File: src/rtl/nsh_pkg.sv
// package for the nand-style host port controller
// assumes a single 200 MHz system clock; shared by host and fifo
package nsh_pkg;

  // ****************************************************
  // command bytes
  // ****************************************************
  localparam logic [7:0] NSH_CMD_READ_ID    = 8'h90;
  localparam logic [7:0] NSH_CMD_READ_PARAM = 8'hEC;
  localparam logic [7:0] NSH_CMD_STATUS     = 8'h70;
  localparam logic [7:0] NSH_CMD_READ       = 8'h00;
  localparam logic [7:0] NSH_CMD_READ_CONF  = 8'h30;
  localparam logic [7:0] NSH_CMD_WRITE      = 8'h80;
  localparam logic [7:0] NSH_CMD_WRITE_CONF = 8'h10;
  localparam logic [7:0] NSH_CMD_RESET      = 8'hFF;
  localparam logic [7:0] NSH_CMD_RECALL     = 8'hFC;
  localparam logic [7:0] NSH_CMD_STORE      = 8'h84;
  localparam logic [7:0] NSH_CMD_STORE_CONF = 8'hA5;
  localparam logic [7:0] NSH_CMD_AS_DIS     = 8'hA3;
  localparam logic [7:0] NSH_CMD_AS_EN      = 8'hAC;

  // ****************************************************
  // host operation codes (user side)
  // ****************************************************
  localparam logic [2:0] NSH_OP_COMMAND = 3'h0; // single command byte
  localparam logic [2:0] NSH_OP_READ    = 3'h1; // cmd, 5 addr, confirm, reads
  localparam logic [2:0] NSH_OP_WRITE   = 3'h2; // cmd, 5 addr, writes, optional confirm
  localparam logic [2:0] NSH_OP_ADDR    = 3'h3; // cmd + one address byte + reads
  localparam logic [2:0] NSH_OP_STATUS  = 3'h4; // status cmd + one read

  // ****************************************************
  // address layout and timing
  // ****************************************************
  localparam int         NSH_ADDR_BYTES = 5;
  localparam int         NSH_ADDR_USED  = 21;
  localparam int         NSH_TOP_BIT    = 20;
  localparam int         NSH_STROBE_NS  = 30;      // least strobe phase
  localparam int         NSH_CLK_MHZ    = 200;
  localparam int         NSH_PHASE_CYC  = (NSH_STROBE_NS * NSH_CLK_MHZ + 999) / 1000;

  typedef enum logic [3:0] {
    NSH_IDLE  = 4'b0000,
    NSH_CMD   = 4'b0001,
    NSH_ADDRS = 4'b0010,
    NSH_CONF  = 4'b0011,
    NSH_WAIT  = 4'b0100,
    NSH_RDAT  = 4'b0101,
    NSH_WDAT  = 4'b0110,
    NSH_CLOSE = 4'b0111,
    NSH_DONE  = 4'b1000
  } nsh_state_type;

endpackage

File: src/rtl/nsh_fifo.sv
// synchronous fifo with valid/ready on both sides
// assumes one clock, synchronous active-low reset, clock enable
`timescale 1ns/1ps
module nsh_fifo
  import nsh_pkg::*;
#(
  parameter int WIDTH = 16,
  parameter int DEPTH = 8
) (
  // clock and reset
  input  wire logic             sys_clk_i,
  input  wire logic             nrst_i,
  input  wire logic             ce_i,
  // fill side
  input  wire logic             in_valid_i,
  output logic                  in_ready_o,
  input  wire logic [WIDTH-1:0] in_data_i,
  // drain side
  output logic                  out_valid_o,
  input  wire logic             out_ready_i,
  output logic      [WIDTH-1:0] out_data_o
);

  localparam int AW = $clog2(DEPTH);

  // ****************************************************
  // storage
  // ****************************************************
  logic [WIDTH-1:0] mem_r [DEPTH];
  logic [AW-1:0]    wr_ptr_r;
  logic [AW-1:0]    rd_ptr_r;
  logic [AW:0]      count_r;
  logic             push;
  logic             pop;

  initial begin
    if (DEPTH < 2 || (1 << AW) != DEPTH) $error("fifo depth must be a power of two");
  end

  // honest flags straight from the count
  assign in_ready_o  = (count_r < (AW+1)'(DEPTH));
  assign out_valid_o = (count_r != '0);
  assign out_data_o  = mem_r[rd_ptr_r];
  assign push        = ce_i && in_valid_i && in_ready_o;
  assign pop         = ce_i && out_valid_o && out_ready_i;

  // data array, no reset needed
  always_ff @(posedge sys_clk_i) begin
    if (push) begin
      mem_r[wr_ptr_r] <= in_data_i;
    end
  end

  // pointers and occupancy
  always_ff @(posedge sys_clk_i) begin
    if (!nrst_i) begin
      wr_ptr_r <= '0;
      rd_ptr_r <= '0;
      count_r  <= '0;
    end else begin
      if (push) wr_ptr_r <= wr_ptr_r + AW'(1);
      if (pop)  rd_ptr_r <= rd_ptr_r + AW'(1);
      if (push && !pop) count_r <= count_r + (AW+1)'(1);
      else if (pop && !push) count_r <= count_r - (AW+1)'(1);
    end
  end

endmodule

File: src/rtl/nsh_host.sv
// host controller driving a nand-style nvsram port
// assumes 200 MHz sys_clk_i; ready/busy pin arrives asynchronously
// Function
// - data words are launched so the write strobe rises with the other controls stable.
// - read strobe falls with latches low and write strobe high to fetch a word.
// - commands and address bytes travel on the low eight bus lines only.
// - address cycle pulses write strobe with address latch high, command latch low.
// - command cycle pulses write strobe with command latch high, address latch low.
// - in 16-bit mode the top address bit is forced to zero.
// - unused address bits and the fourth and fifth bytes are sent as zero.
// - array read sends 00h, five address bytes, 30h, then reads data.
// - array write sends 80h, five address bytes, data, then optional 10h.
// - five address bytes are sent least significant first.
`timescale 1ns/1ps
module nsh_host
  import nsh_pkg::*;
#(
  parameter int  DW        = 16,  // 8 or 16
  parameter int  FIFO_DEPTH = 8,
  parameter int  LEN_W     = 12
) (
  // clock, reset, enable
  input  wire logic              sys_clk_i,
  input  wire logic              nrst_i,
  input  wire logic              ce_i,
  // operation request
  input  wire logic              req_valid_i,
  output logic                   req_ready_o,
  input  wire logic [2:0]        req_op_i,
  input  wire logic [7:0]        req_cmd_i,
  input  wire logic [NSH_ADDR_USED-1:0] req_addr_i,
  input  wire logic [LEN_W-1:0]  req_len_i,
  input  wire logic              req_close_i,
  output logic                   busy_o,
  // write data in
  input  wire logic              wdat_valid_i,
  output logic                   wdat_ready_o,
  input  wire logic [DW-1:0]     wdat_i,
  // read data out
  output logic                   rdat_valid_o,
  input  wire logic              rdat_ready_i,
  output logic      [DW-1:0]     rdat_o,
  // device pins
  output logic                   chip_sel_n_o,
  output logic                   cmd_latch_o,
  output logic                   addr_latch_o,
  output logic                   write_strobe_n_o,
  output logic                   output_strobe_n_o,
  output logic      [DW-1:0]     dq_o,
  output logic                   dq_oe_o,
  input  wire logic [DW-1:0]     dq_i,
  input  wire logic              ready_busy_i
);

  initial begin
    if (DW != 8 && DW != 16) $error("bus width must be 8 or 16");
    if (NSH_PHASE_CYC < 1) $error("strobe phase too short");
  end

  // ****************************************************
  // pin synchronisers
  // ****************************************************
  logic          rb_s1_r;
  logic          rb_s2_r;
  logic [DW-1:0] dq_s1_r;
  logic [DW-1:0] dq_s2_r;

  // two flops before any logic reads the pins
  always_ff @(posedge sys_clk_i) begin
    if (!nrst_i) begin
      rb_s1_r <= 1'b0;
      rb_s2_r <= 1'b0;
      dq_s1_r <= '0;
      dq_s2_r <= '0;
    end else if (ce_i) begin
      rb_s1_r <= ready_busy_i;
      rb_s2_r <= rb_s1_r;
      dq_s1_r <= dq_i;
      dq_s2_r <= dq_s1_r;
    end
  end

  // ****************************************************
  // operation state
  // ****************************************************
  nsh_state_type      state_r;
  logic [2:0]         op_r;
  logic [7:0]         cmd_r;
  logic [39:0]        addr_r;
  logic [LEN_W-1:0]   left_r;
  logic               close_r;
  logic [2:0]         abyte_r;
  logic [7:0]         phase_r;
  logic               lowhalf_r;  // strobe low half of a bus cycle
  logic               fifo_valid;
  logic               fifo_ready;
  logic [DW-1:0]      fifo_data;
  logic               cap_r;

  // low byte on the bus, upper lines zero
  function automatic logic [DW-1:0] low_byte(input logic [7:0] b);
    return {{(DW-8){1'b0}}, b};
  endfunction

  // one bus cycle spends a phase low and a phase high
  logic phase_end;
  assign phase_end = (phase_r == 8'(NSH_PHASE_CYC - 1));
  logic cyc_end;
  assign cyc_end = phase_end && !lowhalf_r;

  assign req_ready_o  = (state_r == NSH_IDLE) && rb_s2_r;
  assign busy_o       = (state_r != NSH_IDLE);
  assign wdat_ready_o = (state_r == NSH_WDAT) && cyc_end && rb_s2_r;

  // phase counter paces every strobe
  always_ff @(posedge sys_clk_i) begin
    if (!nrst_i) begin
      phase_r   <= '0;
      lowhalf_r <= 1'b1;
    end else if (ce_i) begin
      // a write beat only starts once its word is offered, so no strobe is cut short
      if (state_r == NSH_IDLE || state_r == NSH_WAIT || state_r == NSH_DONE ||
          (state_r == NSH_WDAT && !wdat_valid_i && lowhalf_r && phase_r == '0)) begin
        phase_r   <= '0;
        lowhalf_r <= 1'b1;
      end else if (phase_end) begin
        phase_r   <= '0;
        lowhalf_r <= !lowhalf_r;
      end else begin
        phase_r <= phase_r + 8'(1);
      end
    end
  end

  // sequencing of command, address, data cycles
  always_ff @(posedge sys_clk_i) begin
    if (!nrst_i) begin
      state_r <= NSH_IDLE;
      op_r    <= NSH_OP_COMMAND;
      cmd_r   <= '0;
      addr_r  <= '0;
      left_r  <= '0;
      close_r <= 1'b0;
      abyte_r <= '0;
    end else if (ce_i) begin
      case (state_r)
        NSH_IDLE: begin
          if (req_valid_i && rb_s2_r) begin
            op_r    <= req_op_i;
            cmd_r   <= (req_op_i == NSH_OP_READ)   ? NSH_CMD_READ :
                       (req_op_i == NSH_OP_WRITE)  ? NSH_CMD_WRITE :
                       (req_op_i == NSH_OP_STATUS) ? NSH_CMD_STATUS : req_cmd_i;
            // zero the unused bits and the top bit in 16-bit mode
            addr_r  <= {19'h0_0000, (DW == 16) ? 1'b0 : req_addr_i[NSH_TOP_BIT],
                        req_addr_i[NSH_TOP_BIT-1:0]};
            left_r  <= req_len_i;
            close_r <= req_close_i;
            abyte_r <= '0;
            state_r <= NSH_CMD;
          end
        end
        NSH_CMD: begin
          if (cyc_end) begin
            if (op_r == NSH_OP_READ || op_r == NSH_OP_WRITE || op_r == NSH_OP_ADDR) state_r <= NSH_ADDRS;
            else if (op_r == NSH_OP_STATUS) state_r <= NSH_RDAT;
            else state_r <= NSH_WAIT;
          end
        end
        NSH_ADDRS: begin
          if (cyc_end) begin
            addr_r  <= {8'h00, addr_r[39:8]};
            abyte_r <= abyte_r + 3'(1);
            if (op_r == NSH_OP_ADDR || abyte_r == 3'(NSH_ADDR_BYTES - 1)) begin
              if (op_r == NSH_OP_READ) state_r <= NSH_CONF;
              else if (op_r == NSH_OP_WRITE) state_r <= (left_r == '0) ? NSH_CLOSE : NSH_WDAT;
              else state_r <= NSH_WAIT;
            end
          end
        end
        NSH_CONF: begin
          if (cyc_end) state_r <= NSH_WAIT;
        end
        NSH_WAIT: begin
          // device may drop ready; wait until it is released
          if (rb_s2_r) begin
            if ((op_r == NSH_OP_READ || op_r == NSH_OP_ADDR) && left_r != '0) state_r <= fifo_ready ? NSH_RDAT : NSH_WAIT;
            else state_r <= NSH_DONE;
          end
        end
        NSH_RDAT: begin
          if (cyc_end) begin
            left_r <= left_r - LEN_W'(1);
            if (op_r == NSH_OP_STATUS || left_r <= LEN_W'(1)) state_r <= NSH_DONE;
            else if (!fifo_ready) state_r <= NSH_WAIT; // full fifo: park until drained
          end
        end
        NSH_WDAT: begin
          if (cyc_end && wdat_valid_i && rb_s2_r) begin
            left_r <= left_r - LEN_W'(1);
            if (left_r == LEN_W'(1)) state_r <= close_r ? NSH_CLOSE : NSH_DONE;
          end
        end
        NSH_CLOSE: begin
          if (cyc_end) state_r <= NSH_DONE;
        end
        default: begin
          state_r <= NSH_IDLE;
        end
      endcase
    end
  end

  // ****************************************************
  // pin drive
  // ****************************************************
  logic strobe_cyc;
  assign strobe_cyc = (state_r == NSH_CMD) || (state_r == NSH_ADDRS) || (state_r == NSH_CONF) ||
                      (state_r == NSH_CLOSE) || (state_r == NSH_WDAT && wdat_valid_i);

  // registered pin levels; controls settle a phase before the strobe rises
  always_ff @(posedge sys_clk_i) begin
    if (!nrst_i) begin
      chip_sel_n_o      <= 1'b1;
      cmd_latch_o       <= 1'b0;
      addr_latch_o      <= 1'b0;
      write_strobe_n_o  <= 1'b1;
      output_strobe_n_o <= 1'b1;
      dq_o              <= '0;
      dq_oe_o           <= 1'b0;
    end else if (ce_i) begin
      chip_sel_n_o      <= (state_r == NSH_IDLE) || (state_r == NSH_DONE);
      cmd_latch_o       <= (state_r == NSH_CMD) || (state_r == NSH_CONF) || (state_r == NSH_CLOSE);
      addr_latch_o      <= (state_r == NSH_ADDRS);
      write_strobe_n_o  <= !(strobe_cyc && lowhalf_r);
      output_strobe_n_o <= !(state_r == NSH_RDAT && lowhalf_r);
      dq_oe_o           <= strobe_cyc;
      case (state_r)
        NSH_CMD:   dq_o <= low_byte(cmd_r);
        NSH_ADDRS: dq_o <= low_byte(addr_r[7:0]);
        NSH_CONF:  dq_o <= low_byte(NSH_CMD_READ_CONF);
        NSH_CLOSE: dq_o <= low_byte(NSH_CMD_WRITE_CONF);
        NSH_WDAT:  dq_o <= wdat_i;
        default:   dq_o <= dq_o;
      endcase
    end
  end

  // sample read data at the end of the strobe low phase (after pin sync lag)
  always_ff @(posedge sys_clk_i) begin
    if (!nrst_i) begin
      cap_r <= 1'b0;
    end else if (ce_i) begin
      cap_r <= (state_r == NSH_RDAT) && lowhalf_r && phase_end;
    end
  end

  // read fifo; a full fifo would drop a word so all but the status read stall via its ready
  nsh_fifo #(
    .WIDTH (DW),
    .DEPTH (FIFO_DEPTH)
  ) u_rfifo (
    .sys_clk_i   (sys_clk_i),
    .nrst_i      (nrst_i),
    .ce_i        (ce_i),
    .in_valid_i  (cap_r),
    .in_ready_o  (fifo_ready),
    .in_data_i   (dq_s2_r),
    .out_valid_o (fifo_valid),
    .out_ready_i (rdat_ready_i),
    .out_data_o  (fifo_data)
  );

  assign rdat_valid_o = fifo_valid;
  assign rdat_o       = fifo_data;

endmodule

File: config.mk
export PLATFORM = sky130hd
export DESIGN_NAME = nsh_host
export DESIGN_NICKNAME = d
export VERILOG_FILES = /design/src/rtl/nsh_pkg.sv /design/src/rtl/nsh_fifo.sv /design/src/rtl/nsh_host.sv
export SDC_FILE = /design/constraint.sdc
export NUM_CORES = 1
export LEC_CHECK = 0
export ABC_CLOCK_PERIOD_IN_PS = 3300
export BUFFER_PORTS_ARGS = -buffer_cell sky130_fd_sc_hd__clkbuf_2
export CORE_MARGIN = 2
export CORE_UTILIZATION = 40
export CTS_BUF_LIST = sky130_fd_sc_hd__clkbuf_16
export DETAILED_ROUTE_END_ITERATION = 12
export PLACE_DENSITY = 0.57
export REMOVE_ABC_BUFFERS = 1
export SLEW_MARGIN = 20
export SYNTH_ARGS = -nofsm -noshare
export SYNTH_HDL_FRONTEND = slang
export SYNTH_SLANG_ARGS = --single-unit
File: constraint.sdc
create_clock -name sys_clk_i -period 3.3 [get_ports sys_clk_i]
set_clock_uncertainty 0.2 [all_clocks]
set_input_delay 0.165 -clock sys_clk_i [delete_from_list [all_inputs] [get_ports sys_clk_i]]
set_output_delay 0.165 -clock sys_clk_i [all_outputs]
set_load 0.02 [all_outputs]
==> metrics.md <==
| Metric | Value |
|---|---|
| Worst hold start | `rdat_ready_i` |
| Reg2reg end | `cmd_r[4]$_SDFFE_PN0P_` |
| Postcts setup bufs | `0` |
| CTS Buf Count | `27` |
| Die area | `28500 um^2` |
| Initial antenna violation count | `0` |
| Total grt overflow | `0` |
| Final setup violation count | `0` |
| Routed via count | `7721` |
| Critical Path RT | `3.58 ns` |
| Post-synth top area cell | `edfxtp_1` |
| H-Tree Depth | `1` |
| Hold WC Path Type | `input port to flip-flop` |
| Yosys reg bits | `258` |
| Top post-synthesis cells by area | `edfxtp_1 (35%), dfxtp_1 (24%), mux4_2 (6.6%)` |
| Power Dens Cells | `511 nW/um^2` |
| Share of cells above drive strength 1 | `23.0%` |
| Status | `complete, no violations` |
| GRT Resource Usage Total | `between 10% and 20%` |
| Max Freq | `329 MHz` |
| Die Height | `169 um` |
| R2R setup slack | `0.26 ns` |
| Routability-driven placement congestion ratio | `0.822` |
| CP Class | `flip-flop to flip-flop` |
| CTS tree | `yes` |
| NumNets Final | `between 1k and 1.5k` |
| Initial core utilization | `40.5%` |
| Clock sink count | `roughly 260` |
| Final ANT Viol Nets | `0` |
| Clk slew on worst S/H paths | `~0.06 ns` |
| CP max stage delay | `between 0.6 and 0.7 ns` |
| Die width | `around 170 um` |
| FILL cells | `2347` |
| Synth Cell Area | `10800 um^2` |
| Tmin final | `3.04 ns` |
| R2R depth | `6` |
| Arr. time, crit path | `3.32 ns` |
| Post-synthesis sequential area ratio | `59.4%` |
| Yosys warnings | `0` |
| Hold Vio Cnt, Final | `0` |
| DRT iter0 DRCs | `587` |
| # DRC | `0` |
| CP Capture Type | `flip-flop` |
| Top-area cell type share of the netlist area | `a little over a third` |
| Distinct cells, synth | `63` |
| First-pass GRT wire length | `just over 40000 um` |
| Pre-CTS WS | `0.368 ns` |
| Total power | `7050 uW` |
| Drt pass-1 iters | `5` |
| Max_cap viols | `0` |
| Slew headroom | `42.5%` |
| Leak | `around 0.005 uW` |
| Final Max Slew Viols | `0` |
| Worst path most repeated cell | `nor2_1` |
| Peak supply drop | `approximately 0.34 mV` |
| IO buf count | `between 100 and 150` |
| Setup TNS | `0 ns` |
| Maximum fanout along the worst path | `19` |
| Slowest cell on crit path | `and3_1` |
| Clock Tree Buf Depth | `3` |
| Worst slew pin tran | `0.855 ns` |
| Vias in the first global route | `7768` |
| DP Wirelength | `about 15000 um` |
| Synthesis-to-finish area growth | `27.3%` |
| Core area | `26800 um^2` |
| Post-synth EDFFs | `~130` |
| Most frequent cell after synthesis | `nor2_1` |
| Predominant post-synthesis flop cell | `dfxtp_1` |
| Worst-path cell chain | `or4_1 -> nor2_1 -> and3_1 -> nor2_1 -> a311oi_1 -> dlygate4sd3_1` |
| Routed vias/inst | `5.23` |
| Startpoint Class | `flip-flop` |
| ANT cells | `0` |
| Largest net degree at the start of global routing | `60` |
| Synth top cells by count | `nor2_1 (135), dfxtp_1 (130), edfxtp_1 (128)` |
| RSZ-0062 raised after global routing | `no` |
| Routed WL per cell | `16.9 um` |
| # rows | `60` |
| Post-synthesis area per instance | `12.2 um^2` |
| Final worst slack | `0.261 ns` |
| Drt total wl | `roughly 25000 um` |
| Root buffer cell | `clkbuf_16` |
| Syn Inst Count | `889` |
| IO Pins | `~130` |
| Clock latency on the worst-skew pair | `0.54 ns` |
| Post-layout util | `51.5%` |
| Hold path depth | `4` |
| Ys async rst share | `0%` |
| Reg2reg start | `state_r[3]$_SDFFE_PN0P_` |
| Final worst-path cycle share | `92.1%` |
## where the power goes
part | leakage, uW | total [uW] | internal (uW) | switching [uW]
clock network | 0.000440 | 2880 | 1640 | 1230
logic | 0.00240 | 719 | 314 | 405
registers | 0.00207 | 3460 | 3400 | 53.2
total | 0.00491 | 7050 | 5360 | 1690
## sequential cells by signal (all words and copies together), names as in the netlist, 3 cells and up, named ones only
| register | flops |
|---|---|
| abyte_r | 3 |
| addr_r | 20 |
| cmd_r | 8 |
| dq_o | 16 |
| dq_s1_r | 16 |
| dq_s2_r | 16 |
| left_r | 12 |
| op_r | 3 |
| phase_r | 8 |
| state_r | 4 |
| u_rfifo.count_r | 4 |
| u_rfifo.mem_r | 128 |
| u_rfifo.rd_ptr_r | 3 |
| u_rfifo.wr_ptr_r | 3 |
## worst max path at each step
stage                                          from                              end  slack (ns)
CTS                         state_r[2]$_SDFFE_PN0P_           left_r[3]$_SDFFE_PN0P_        0.23
global route                phase_r[0]$_SDFFE_PN0P_          left_r[10]$_SDFFE_PN0P_       0.006
global placement    u_rfifo.count_r[3]$_SDFFE_PN0P_  u_rfifo.count_r[3]$_SDFFE_PN0P_        0.40
detailed placement  u_rfifo.count_r[3]$_SDFFE_PN0P_  u_rfifo.count_r[3]$_SDFFE_PN0P_        0.37
finish                      state_r[3]$_SDFFE_PN0P_            cmd_r[4]$_SDFFE_PN0P_        0.26
floorplan                   state_r[1]$_SDFFE_PN0P_          addr_r[10]$_SDFFE_PN0P_       -0.46
## critical path, delay by kind of cell, from the launching register on
family	cells	cell delay (ns)
DFF	1	0.30
buffers and inverters	1	0.59
AOI/OAI and AO/OA	1	0.28
and+or+nand+nor	4	1.61
## what timing repair did
item                       CTS  global route
setup endpoints to repair    0             8
gates resized for setup      0             3
hold buffers               100             0
hold endpoints to repair   102             0
## layer usage
metal / part of all wire (%) / wire length, um / global-route usage (%)
met1: 46 / 11600 / 23.4
met2: 48 / 11900 / 30.6
met3: 3.9 / 985 / 2.57
met4: 1.9 / 477 / 4.35
met5: 0 / 0 / 0
## per-stage QoR
step | hold WS, ns | instances | instance area [um^2]
global route | 0.0345 | 1477 | 13800
detailed placement | 0.207 | 1328 | 11900
floorplan | 0.0269 | 832 | 10600
finish | 0.000179 | 1477 | 13800
global placement | 0.194 | 1328 | 11900
CTS | 0.00230 | 1477 | 13800
## kinds of logic (layout without fill, tap and decap cells)
group	Yosys count	count (layout)	synth area share [%]
AOI/OAI and AO/OA	161	161	10.4
xor gates and xnor gates	16	16	1.29
adders and majority gates	13	13	1.57
buffers and inverters	72	319	2.64
DFF	258	258	59.4
muxes	102	102	13.3
and+or+nand+nor	267	267	11.4
## area by class of cell
type | instances | area (um^2) | share of cell area [%]
well taps | 341 | 427 | 3.09
repair buffers | 255 | 1880 | 13.6
clock inverters | 22 | 163 | 1.18
multi-input cells | 559 | 4150 | 30.1
clock buffers | 27 | 676 | 4.89
flip-flops and latches | 258 | 6450 | 46.7
inverters | 15 | 58.8 | 0.426
## cells in the final DEF, fill, tap and decap left out, types with 3 or more instances in the layout
| master | netlist | routed |
|---|---|---|
| mux2_2 | 16 | 16 |
| clkinv_1 | 1 | 6 |
| a211oi_1 | 11 | 11 |
| inv_1 | 14 | 20 |
| o31ai_1 | 14 | 14 |
| dfxtp_1 | 130 | 129 |
| a21o_1 | 4 | 4 |
| nor4_1 | 6 | 6 |
| a22o_1 | 3 | 3 |
| nand2_1 | 47 | 47 |
| clkbuf_16 | 0 | 27 |
| mux2i_1 | 54 | 54 |
| ha_1 | 12 | 12 |
| o311ai_0 | 8 | 8 |
| nand4_1 | 6 | 6 |
| and3_1 | 6 | 6 |
| o21ai_0 | 16 | 16 |
| a311oi_1 | 4 | 4 |
| xnor2_1 | 10 | 10 |
| clkbuf_2 | 0 | 123 |
| a22oi_1 | 29 | 29 |
| nand2b_1 | 9 | 9 |
| a211oi_2 | 6 | 6 |
| mux4_2 | 32 | 32 |
| or3_1 | 3 | 3 |
| buf_4 | 0 | 29 |
| nor3b_1 | 4 | 4 |
| nor2b_1 | 4 | 4 |
| clkinv_2 | 0 | 6 |
| edfxtp_1 | 128 | 128 |
| nor2_1 | 135 | 135 |
| a21oi_1 | 45 | 44 |
| dlygate4sd3_1 | 0 | 100 |
| nor3_1 | 17 | 15 |
| and2_1 | 4 | 4 |
| nand3_1 | 8 | 8 |
| xor2_1 | 6 | 6 |
| or4_1 | 6 | 6 |
(Power assumes the default switching activity.)
